## config.mk

```make
export PLATFORM = sky130hd
export DESIGN_NAME = gpib_cfg
export DESIGN_NICKNAME = d
export VERILOG_FILES = /design/src/cfg_pkg.sv /design/src/pin_sync.sv /design/src/gpib_cfg.sv
export SDC_FILE = /design/constraint.sdc
export NUM_CORES = 1
export LEC_CHECK = 0
export ABC_AREA = 1
export BUFFER_PORTS_ARGS = -buffer_cell sky130_fd_sc_hd__buf_2
export CORE_AREA = 2 2 143 145
export CTS_BUF_LIST = sky130_fd_sc_hd__clkbuf_8 sky130_fd_sc_hd__clkbuf_16
export CTS_CLUSTER_DIAMETER = 100
export DETAILED_ROUTE_END_ITERATION = 6
export DIE_AREA = 0 0 145 147
export PLACE_DENSITY = 0.54
export SYNTH_ARGS = -nofsm -noshare
export SYNTH_HDL_FRONTEND = slang
export SYNTH_HIERARCHICAL = 1
export SYNTH_SLANG_ARGS = --single-unit
export TNS_END_PERCENT = 30
```

## constraint.sdc

```tcl
create_clock -name i_clk -period 3.6 [get_ports i_clk]
set_input_delay 0.36 -clock i_clk [delete_from_list [all_inputs] [get_ports i_clk]]
set_output_delay 0.36 -clock i_clk [all_outputs]
set_load 0.05 [all_outputs]
```

## src/cfg_pkg.sv

```systemverilog
// package: constants and carriers for the switch configuration loader
package cfg_pkg;
    // switch field positions (bit index = switch number - 1)
    localparam int SW_WIDTH      = 9;
    localparam int SW_LINK       = 0;
    localparam int SW_FLOW_LO    = 1;
    localparam int SW_FLOW_HI    = 2;
    localparam int SW_ADDR_MSB   = 3;
    localparam int SW_ADDR_LSB   = 7;
    localparam int SW_NINE       = 8;
    localparam int ADDR_W        = 5;
    localparam logic [4:0] ADDR_RESERVED = 5'h1f;
    localparam logic [4:0] ADDR_SUBST    = 5'h1e;
    // bus command groups, low five bits carry the address
    localparam logic [2:0] GRP_LISTEN   = 3'h1;
    localparam logic [2:0] GRP_TALK     = 3'h2;
    localparam logic [2:0] GRP_SECOND   = 3'h3;
    localparam logic [7:0] CMD_UNLISTEN = 8'h3f;
    localparam logic [7:0] CMD_UNTALK   = 8'h5f;
    localparam logic [7:0] CMD_SDC      = 8'h04;
    localparam logic [7:0] CMD_DCL      = 8'h14;
    localparam logic [7:0] CMD_GET      = 8'h08;
    localparam logic [7:0] CMD_SPE      = 8'h18;
    localparam logic [7:0] CMD_SPD      = 8'h19;
    // register map, byte addresses
    localparam logic [3:0] REG_CONFIG = 4'h0;
    localparam logic [3:0] REG_STATUS = 4'h4;
    localparam logic [3:0] REG_TXDATA = 4'h8;
    localparam logic [3:0] REG_RXDATA = 4'hc;
    // control bits of the status word
    localparam int ST_SRQ = 0;
    localparam int ST_RX  = 1;
    localparam int ST_TXB = 2;
    localparam int ST_CLR = 3;
    localparam int ST_TRG = 4;
    localparam int ST_LA  = 5;
    localparam int ST_TA  = 6;

    // captured configuration
    typedef struct packed {
        logic       bus_sel;
        logic [1:0] flow;
        logic       diff_serial;
        logic       cal_mode;
        logic [4:0] addr;
    } cfg_t;

    // bus management lines as seen by the device
    typedef struct packed {
        logic atn;
        logic ifc;
        logic ren;
        logic eoi;
    } mgmt_t;

    typedef enum logic [1:0] {
        SH_IDLE = 2'b00,
        SH_WAIT = 2'b01,
        SH_DAV  = 2'b10,
        SH_DONE = 2'b11
    } src_state_t;
endpackage

```

## src/pin_sync.sv

```systemverilog
// three-stage synchroniser for a group of pin inputs
`timescale 1ns/100ps
`default_nettype none
module pin_sync #(
    parameter int W = 1
) (
    // clock and reset
    input  wire logic         i_clk,
    input  wire logic         i_rst,
    // pins and clean levels
    input  wire logic [W-1:0] i_pin,
    output logic      [W-1:0] o_level
);
    logic [W-1:0] s1_r;
    logic [W-1:0] s2_r;
    logic [W-1:0] s3_r;
    logic [W-1:0] lvl_r;

    // a change counts once the second and third stage agree
    genvar g;
    generate
        for (g = 0; g < W; g++) begin : g_bit
            always_ff @(posedge i_clk or posedge i_rst) begin
                if (i_rst) begin
                    s1_r[g]  <= 1'b0;
                    s2_r[g]  <= 1'b0;
                    s3_r[g]  <= 1'b0;
                    lvl_r[g] <= 1'b0;
                end else begin
                    s1_r[g] <= i_pin[g];
                    s2_r[g] <= s1_r[g];
                    s3_r[g] <= s2_r[g];
                    if (s2_r[g] == s3_r[g]) begin
                        lvl_r[g] <= s3_r[g];
                    end
                end
            end
        end
    endgenerate

    assign o_level = lvl_r;
endmodule
`default_nettype wire

```

## src/gpib_cfg.sv

```systemverilog
// switch capture, address handling and bus interface functions
`timescale 1ns/100ps
`default_nettype none
module gpib_cfg #(
    parameter logic EARLY_UNIT = 1'b0
) (
    // clock and reset
    input  wire logic                 i_clk,
    input  wire logic                 i_rst,
    // rear switch pins, bit n is switch n+1
    input  wire logic [8:0]           i_switch,
    // bus data and handshake pins
    input  wire logic [7:0]           i_dio,
    output logic      [7:0]           o_dio,
    output logic                      o_dio_oe,
    input  wire logic                 i_dav,
    output logic                      o_dav,
    output logic                      o_dav_oe,
    input  wire logic                 i_nrfd,
    output logic                      o_nrfd,
    output logic                      o_nrfd_oe,
    input  wire logic                 i_ndac,
    output logic                      o_ndac,
    output logic                      o_ndac_oe,
    // bus management pins
    input  wire logic                 i_atn,
    input  wire logic                 i_ifc,
    input  wire logic                 i_ren,
    input  wire logic                 i_eoi,
    output logic                      o_eoi,
    output logic                      o_eoi_oe,
    output logic                      o_srq,
    output logic                      o_srq_oe,
    // link selection results
    output logic                      o_bus_enable,
    output logic                      o_serial_enable,
    output logic                      o_serial_diff,
    output logic [1:0]                o_flow_ctrl,
    output logic                      o_cal_mode,
    output logic [4:0]                o_bus_addr,
    // avalon-mm slave
    input  wire logic [3:0]           i_avs_address,
    input  wire logic                 i_avs_read,
    input  wire logic                 i_avs_write,
    input  wire logic [31:0]          i_avs_writedata,
    output logic      [31:0]          o_avs_readdata,
    output logic                      o_avs_waitrequest
);
    ////////////////////////////////////////////////////////////////////////
    // pin synchronisation (lines are true-high inside the block)
    logic [8:0]  sw_s;
    logic [7:0]  dio_s;
    logic [6:0]  ctl_s;
    pin_sync #(.W(24)) u_sync (
        .i_clk   (i_clk),
        .i_rst   (i_rst),
        .i_pin   ({i_switch, i_dio, i_dav, i_nrfd, i_ndac,
                   i_atn, i_ifc, i_ren, i_eoi}),
        .o_level ({sw_s, dio_s, ctl_s})
    );
    wire         dav_in  = ctl_s[6];
    wire         nrfd_in = ctl_s[5];
    wire         ndac_in = ctl_s[4];
    cfg_pkg::mgmt_t mg;
    assign mg = cfg_pkg::mgmt_t'(ctl_s[3:0]);

    ////////////////////////////////////////////////////////////////////////
    // one-shot capture a few cycles after reset, once sync is settled
    logic [2:0]    settle_r;
    logic          loaded_r;
    cfg_pkg::cfg_t cfg_r;
    cfg_pkg::cfg_t cfg_nxt;
    wire  [4:0]    raw_addr;
    wire           link_select_switch = sw_s[cfg_pkg::SW_LINK];
    wire           bus_sel;

    // switch 4 is msb, switch 8 is lsb
    assign raw_addr = {sw_s[cfg_pkg::SW_ADDR_MSB], sw_s[4], sw_s[5],
                       sw_s[6], sw_s[cfg_pkg::SW_ADDR_LSB]};
    assign bus_sel  = EARLY_UNIT ? ~link_select_switch
                                 : link_select_switch;
    always_comb begin
        cfg_nxt.bus_sel = bus_sel;
        cfg_nxt.addr    = (raw_addr == cfg_pkg::ADDR_RESERVED)
                        ? cfg_pkg::ADDR_SUBST : raw_addr;
        cfg_nxt.flow    = bus_sel ? 2'h0
                        : {sw_s[cfg_pkg::SW_FLOW_LO],
                           sw_s[cfg_pkg::SW_FLOW_HI]};
        cfg_nxt.diff_serial = (!EARLY_UNIT && !bus_sel)
                            ? sw_s[cfg_pkg::SW_NINE] : 1'b0;
        cfg_nxt.cal_mode    = EARLY_UNIT
                            ? sw_s[cfg_pkg::SW_NINE] : 1'b0;
    end

    // capture exactly once per reset; later switch moves are ignored
    always_ff @(posedge i_clk or posedge i_rst) begin
        if (i_rst) begin
            settle_r <= 3'h0;
            loaded_r <= 1'b0;
            cfg_r    <= '0;
        end else if (!loaded_r) begin
            settle_r <= settle_r + 3'h1;
            if (&settle_r) begin
                loaded_r <= 1'b1;
                cfg_r    <= cfg_nxt;
            end
        end
    end

    wire bus_on = loaded_r && cfg_r.bus_sel;
    assign o_bus_enable    = bus_on;
    assign o_serial_enable = loaded_r && !cfg_r.bus_sel;
    assign o_serial_diff   = cfg_r.diff_serial;
    assign o_flow_ctrl     = cfg_r.flow;
    assign o_cal_mode      = cfg_r.cal_mode;
    assign o_bus_addr      = cfg_r.addr;

    ////////////////////////////////////////////////////////////////////////
    // acceptor handshake: data and commands alike
    logic       acc_busy_r;
    logic       dav_d_r;
    logic [7:0] rx_byte_r;
    logic       rx_eoi_r;
    logic       rx_full_r;
    wire        accept = bus_on && dav_in && !dav_d_r && !acc_busy_r;
    wire        cmd    = accept && mg.atn;
    wire        listen_data;
    wire        rx_read;

    always_ff @(posedge i_clk or posedge i_rst) begin
        if (i_rst) begin
            acc_busy_r <= 1'b0;
            dav_d_r    <= 1'b0;
        end else begin
            dav_d_r <= dav_in;
            if (accept) begin
                acc_busy_r <= 1'b1;
            end else if (!dav_in) begin
                acc_busy_r <= 1'b0;
            end
        end
    end

    ////////////////////////////////////////////////////////////////////////
    // address recognition and device functions
    logic listen_r;
    logic talk_r;
    logic spoll_r;
    logic clr_r;
    logic trg_r;
    wire  [2:0] grp  = dio_s[7:5];
    wire        mine = (dio_s[4:0] == cfg_r.addr);
    wire  is_lag = cmd && (grp == cfg_pkg::GRP_LISTEN);
    wire  is_tag = cmd && (grp == cfg_pkg::GRP_TALK);
    wire  dev_clr = cmd && ((dio_s == cfg_pkg::CMD_DCL) ||
                    (dio_s == cfg_pkg::CMD_SDC && listen_r));
    wire  dev_trg = cmd && dio_s == cfg_pkg::CMD_GET && listen_r;
    wire  sw_clear;
    assign listen_data = accept && !mg.atn && listen_r;

    always_ff @(posedge i_clk or posedge i_rst) begin
        if (i_rst) begin
            listen_r <= 1'b0;
            talk_r   <= 1'b0;
            spoll_r  <= 1'b0;
        end else if (mg.ifc || !bus_on) begin
            listen_r <= 1'b0;
            talk_r   <= 1'b0;
            spoll_r  <= 1'b0;
        end else if (cmd) begin
            if (dio_s == cfg_pkg::CMD_UNLISTEN) begin
                listen_r <= 1'b0;
            end else if (is_lag && mine) begin
                listen_r <= 1'b1;
            end
            if (dio_s == cfg_pkg::CMD_UNTALK) begin
                talk_r <= 1'b0;
            end else if (is_tag) begin
                talk_r <= mine;
            end
            if (dio_s == cfg_pkg::CMD_SPE) begin
                spoll_r <= 1'b1;
            end else if (dio_s == cfg_pkg::CMD_SPD) begin
                spoll_r <= 1'b0;
            end
        end
    end

    // sticky event flags; a new event wins over a software clear
    always_ff @(posedge i_clk or posedge i_rst) begin
        if (i_rst) begin
            clr_r     <= 1'b0;
            trg_r     <= 1'b0;
            rx_full_r <= 1'b0;
            rx_byte_r <= 8'h00;
            rx_eoi_r  <= 1'b0;
        end else begin
            clr_r <= dev_clr | (clr_r & ~sw_clear);
            trg_r <= dev_trg | (trg_r & ~sw_clear);
            if (listen_data) begin
                rx_byte_r <= dio_s;
                rx_eoi_r  <= mg.eoi;
                rx_full_r <= 1'b1;
            end else if (rx_read) begin
                rx_full_r <= 1'b0;
            end
        end
    end

    // hold not-ready while a listened byte waits to be read
    assign o_nrfd    = acc_busy_r || (listen_r && rx_full_r);
    assign o_nrfd_oe = bus_on;
    assign o_ndac    = !acc_busy_r || !dav_in || (dav_in && !dav_d_r);
    assign o_ndac_oe = bus_on;

    ////////////////////////////////////////////////////////////////////////
    // source handshake for talker and serial poll replies
    cfg_pkg::src_state_t sh_r;
    cfg_pkg::src_state_t sh_nxt;
    logic [7:0] tx_r;
    logic       tx_eoi_r;
    logic       tx_pend_r;
    logic       srq_r;
    wire        tx_write;
    wire        may_talk = (talk_r || spoll_r) && !mg.atn;
    wire  [7:0] out_byte = spoll_r ? {1'b0, srq_r, 6'h00} : tx_r;

    always_comb begin
        case (sh_r)
            cfg_pkg::SH_IDLE: sh_nxt = (may_talk && (tx_pend_r || spoll_r))
                                     ? cfg_pkg::SH_WAIT : cfg_pkg::SH_IDLE;
            cfg_pkg::SH_WAIT: sh_nxt = (!nrfd_in && ndac_in)
                                     ? cfg_pkg::SH_DAV : cfg_pkg::SH_WAIT;
            cfg_pkg::SH_DAV:  sh_nxt = !ndac_in
                                     ? cfg_pkg::SH_DONE : cfg_pkg::SH_DAV;
            cfg_pkg::SH_DONE: sh_nxt = cfg_pkg::SH_IDLE;
            default:          sh_nxt = cfg_pkg::SH_IDLE;
        endcase
        if (!may_talk) begin
            sh_nxt = cfg_pkg::SH_IDLE;
        end
    end

    always_ff @(posedge i_clk or posedge i_rst) begin
        if (i_rst) begin
            sh_r      <= cfg_pkg::SH_IDLE;
            tx_r      <= 8'h00;
            tx_eoi_r  <= 1'b0;
            tx_pend_r <= 1'b0;
            srq_r     <= 1'b0;
        end else begin
            sh_r <= sh_nxt;
            if (tx_write) begin
                tx_r      <= i_avs_writedata[7:0];
                tx_eoi_r  <= i_avs_writedata[8];
                tx_pend_r <= 1'b1;
            end else if (sh_r == cfg_pkg::SH_DONE && !spoll_r) begin
                tx_pend_r <= 1'b0;
            end
            if (i_avs_write && !o_avs_waitrequest &&
                i_avs_address == cfg_pkg::REG_STATUS &&
                i_avs_writedata[cfg_pkg::ST_SRQ]) begin
                srq_r <= 1'b1;
            end else if (sh_r == cfg_pkg::SH_DONE && spoll_r) begin
                srq_r <= 1'b0;
            end
        end
    end

    // three-state drivers except srq released when not sourcing; srq driven while requested and bus on
    wire driving = (sh_r != cfg_pkg::SH_IDLE);
    assign o_dio     = out_byte;
    assign o_dio_oe  = driving;
    assign o_dav     = (sh_r == cfg_pkg::SH_DAV);
    assign o_dav_oe  = driving;
    assign o_eoi     = tx_eoi_r && !spoll_r;
    assign o_eoi_oe  = driving;
    assign o_srq     = srq_r && bus_on;
    assign o_srq_oe  = srq_r && bus_on;

    ////////////////////////////////////////////////////////////////////////
    // avalon-mm slave, one wait cycle on every access
    logic        wait_done_r;
    logic [31:0] rdata_r;
    wire         req = i_avs_read || i_avs_write;
    wire         acc = req && wait_done_r;
    wire         wr_status = i_avs_write && acc &&
                             i_avs_address == cfg_pkg::REG_STATUS;
    assign tx_write = i_avs_write && acc &&
                      i_avs_address == cfg_pkg::REG_TXDATA && !tx_pend_r;
    assign rx_read  = i_avs_read && acc &&
                      i_avs_address == cfg_pkg::REG_RXDATA;
    assign sw_clear = wr_status && i_avs_writedata[cfg_pkg::ST_CLR];
    assign o_avs_waitrequest = req && !wait_done_r;

    wire [31:0] st_word = {25'h0, talk_r, listen_r, trg_r, clr_r,
                           tx_pend_r, rx_full_r, srq_r};
    wire [31:0] cf_word = {21'h0, loaded_r, cfg_r};
    wire [31:0] rd_mux  =
        (i_avs_address == cfg_pkg::REG_CONFIG) ? cf_word :
        (i_avs_address == cfg_pkg::REG_STATUS) ? st_word :
        (i_avs_address == cfg_pkg::REG_TXDATA) ? {23'h0, tx_eoi_r, tx_r} :
        (i_avs_address == cfg_pkg::REG_RXDATA) ?
                                              {23'h0, rx_eoi_r, rx_byte_r} :
        32'h0000_0000;

    always_ff @(posedge i_clk or posedge i_rst) begin
        if (i_rst) begin
            wait_done_r <= 1'b0;
            rdata_r     <= 32'h0000_0000;
        end else begin
            wait_done_r <= req && !wait_done_r;
            if (i_avs_read && !wait_done_r) begin
                rdata_r <= rd_mux;
            end
        end
    end
    assign o_avs_readdata = rdata_r;
endmodule
`default_nettype wire

```

## After elaboration in Yosys (flattened, before gate mapping)

Index checks and enable logic that the tools add are counted.
W data, S select, Z words.

- Register bits after elaboration: 168
- Bits of input ports: 64
- Output and inout port bits: 63
- Logic and storage cells: 269

- Add/subtract/negate cells: 1
- Equality and inequality tests: 41
- Multiplexer cells: 35
- Bitwise gates (word level): 6
- Reductions and logical operators: 71

Operators by type and width:

| kind | count |
|---|---|
| $logic_and A1 B1 Y1 | 37 |
| $mux W9 | 3 |
| $mux W1 | 25 |
| $eq A8 B5 Y1 const B | 3 |
| $eq A1 B1 Y1 | 23 |
| $logic_not A1 Y1 | 11 |
| $mux W11 | 1 |
| $reduce_bool A2 Y1 | 5 |
| $reduce_bool A3 Y1 | 3 |
| $eq A4 B4 Y1 const B | 2 |
| $eq A8 B3 Y1 const B | 1 |
| $eq A8 B4 Y1 const B | 1 |
| $eq A8 B6 Y1 const B | 1 |
| $eq A8 B7 Y1 const B | 1 |
| $logic_or A1 B1 Y1 | 8 |
| $mux W8 | 1 |
| $pmux W2 S4 | 1 |
| $mux W2 | 3 |
| $reduce_and A2 Y1 | 3 |
| $eq A5 B5 Y1 | 1 |
| $eq A5 B5 Y1 const B | 1 |
| $mux W5 | 1 |
| $eq A2 B2 Y1 const B | 2 |
| $eq A4 B3 Y1 const B | 1 |
| other kinds (12) | 15 |

## Logic depth before layout (Yosys ltp)

- Word-level depth: 11
- Gate-level depth with buffers: 8
- Depth with buffers taken out: 8

## Cells and area by module

Netlist, hierarchy kept.

By module, submodules not included:

| module | instances | cells an instance | area an instance (sq um) | sequential area each (sq um) |
|---|---|---|---|---|
| gpib_cfg | 1 | 387 | 3029.2 | 1376.3 |
| pin_sync | 1 | 193 | 2796.4 | 2402.3 |

## Least setup slack after synthesis

No wires, ideal clock.

- Kind: register to output
- From: reg loaded_r
- To: out o_srq_oe
- Arrival: 1.526 ns
- Data required time: 3.240 ns
- Path slack: 1.714 ns
- Stages on the path, launching flop included: 5
- Buffers on the path: 2
- Cell sequence: dfrtp_1 buf_4 nand2_4 nor2_1 buf_4

- Word-level cells in the longest chain between the ends: 2

Ends and longest elaborated chain:

| element | RTL line | RTL |
|---|---|---|
| from (decl) | gpib_cfg.sv:70 | `logic loaded_r;` |
| from (signal assigned) | gpib_cfg.sv:99 | `loaded_r <= 1'b0;` |
| from (signal assigned) | gpib_cfg.sv:104 | `loaded_r <= 1'b1;` |
| $logic_and A1 B1 Y1 | gpib_cfg.sv:110 | `wire bus_on = loaded_r && cfg_r.bus_sel;` |
| $logic_and A1 B1 Y1 | -- |  |
| to (decl) | gpib_cfg.sv:33 | `output logic o_srq_oe,` |

Every way passes these cells.

## Worst setup path in the final report

- From: reg spoll_r
- To: out o_dio[6]

- Word-level cells in the longest chain between the ends: 1

Ends and longest elaborated chain:

| element | RTL line | RTL |
|---|---|---|
| from (decl) | gpib_cfg.sv:148 | `logic spoll_r;` |
| from (signal assigned) | gpib_cfg.sv:165 | `spoll_r <= 1'b0;` |
| from (signal assigned) | gpib_cfg.sv:169 | `spoll_r <= 1'b0;` |
| from (signal assigned) | gpib_cfg.sv:182 | `spoll_r <= 1'b1;` |
| $mux W8 | gpib_cfg.sv:226 | `wire [7:0] out_byte = spoll_r ? {1'b0, srq_r, 6'h00} : tx_r;` |
| to (decl) | gpib_cfg.sv:14 | `output logic [7:0] o_dio,` |

Every way passes these cells.

==> flow_metrics.tcl <==
set metrics [dict create \
    ys_warn_count 6 \
    post-route-period-util_pct 53.14 \
    rsz0062_at_grt "no" \
    crit_buf_inv 1 \
    post_cts_buffers 0 \
    p_leak_nw 3.425 \
    cp-startpoint "spoll_r" \
    crit_chain "nand2_1 -> o21ai_0 -> buf_2" \
    finClkSkew_ns 0.01001 \
    max_stage_delay_ns 0.66 \
    cts_buffer_depth 2 \
    worstPathArrival_ns 1.55 \
    final_nets 722 \
    path_depth 3 \
    clockRootBuffer "clkbuf_16" \
    h-tree-depth 4 \
    grt_max_degree 42 \
    wire_per_inst_um 12.29 \
    area_delta_synth_final_pct 20.45 \
    grt_pass1_vias 3576 \
    clock_latency_ns 0.42 \
    cts_tree "done" \
    firstDrtPassIters 4 \
    period_minus_slack_ns 1.913 \
    final_core_util_pct 34.65 \
    postCtsHoldBufs 0 \
    via_count 3791 \
    power_density_nw_per_um2 597.3 \
    boundaryPins 127 \
    grt_pass1_wl_mm 19.02 \
    drive_gt1_share_pct 20.18 \
    die-width_um 145 \
    grtUsageTotal_pct 11.54 \
    tns_ns 0 \
    max_freq_mhz 522.7 \
    reg2reg_slack_ns 2.16 \
    overflow 0 \
    numPortBuffers 80 \
    drt_iter0_drc 182 \
    hp-class "in2async" \
    antenna_found_initial 0 \
    max_cap_violations 0 \
    slew_headroom_pct 46.04 \
    num_antenna_cells 0 \
    slowest_stage "dfrtp_1" \
    dp_cells 907 \
    cp_top_family "flip-flops" \
    post_cts_resized 0 \
    rr_worst_depth 6 \
    die_y_um 147 \
    stdcell_count 939 \
    p_total_mw 4.108 \
    vias_per_cell 4.037 \
    postSynthAreaPerCell_um2 9.981 \
    r2r_start "loaded_r" \
    clk_pin_slew_worst_paths_ns 0.06 \
    wl_mm 11.54 \
    setup_viol_count_final 0 \
    syn-cell-area_um2 5709 \
    status "finished, final reports clean" \
    worstMarginPinSlew_ns 0.8083 \
    postRouteAntennaNets 0 \
    cts_made_buffers 17 \
    dp_hpwl_mm 8.543 \
    clock_sinks 147 \
    die-area_um2 21320 \
    drc 0 \
    required_ns 3.24 \
    syn_inst 572 \
    crit_path_start_kind "flop" \
    crit_type "reg2out" \
    row_count 52 \
    hold_viol 0 \
    core_um2 19840 \
    end_kind "output pin" \
    drv_slew 0 \
    layout_commonest_cell "dfrtp_1" \
    gp_congestion 0.8013 \
    final_cell_mix "dfrtp_1, nand2_1, nor2_1, buf_2, inv_1" \
    start_util_pct 28.77 \
    vdd_drop_max_uv 395.2 \
    crit_fanout 15 \
]
-- state kept, by name, indices dropped and copies added, names as in the netlist, 2 cells and up --
name / count
rx_byte_r: 8
o_bus_addr: 5
u_sync/s1_r: 23
u_sync/s2_r: 23
u_sync/o_level: 23
o_avs_readdata: 11
settle_r: 3
tx_r: 8
sh_r: 2
o_flow_ctrl: 2
u_sync/s3_r: 23
-- area by class of cell --
cell class	instances	area, µm²
Tap cell	270	337.8
Fill cell	2043	12970
Inverter	75	284.0
Timing Repair Buffer	84	430.4
Clock buffer	20	466.7
Multi-Input combinational cell	331	1524
Sequential cell	147	3679
Clock inverter	12	155.1
-- report_power, final --
part           internal, mW  leakage (nW)  switching (mW)
Clock                  1.15         0.296           0.669
Combinational         0.103          1.39           0.350
Sequential             1.76          1.74          0.0785
-- through the flow --
| stage | cell area, µm² | setup slack, ns | hold WS [ns] |
|---|---|---|---|
| global placement | 6255 | 2.056 | 0.3316 |
| finish | 6877 | 1.687 | 0.01357 |
| detailed placement | 6255 | 2.037 | 0.3347 |
| CTS | 6877 | 1.622 | 0.01913 |
| floorplan | 5788 | 0.8480 | 0.3312 |
| global route | 6877 | 1.485 | 0.02288 |
-- final timing paths --
kind	to
max in group asynchronous	srq_r
hold / removal	u_sync/s3_r[2]
hold reg to reg	u_sync/s2_r[17]
setup / recovery	o_dio[6]
setup reg to reg	clr_r
min in group i_clk	u_sync/s1_r[12]
-- per-layer routing --
metal | vias up | global-route usage, % | share of wire [%] | wire length (µm)
met5 | - | 0 | 0 | 0
met4 | 0 | 4.653 | 1.2 | 133
met3 | 11 | 3.820 | 5.8 | 669
met2 | 92 | 17.48 | 46 | 5357
met1 | 1782 | 15.33 | 47 | 5381
li1 | 1906 | - | - | -
No activity file was read; power rests on OpenSTA's default activity.
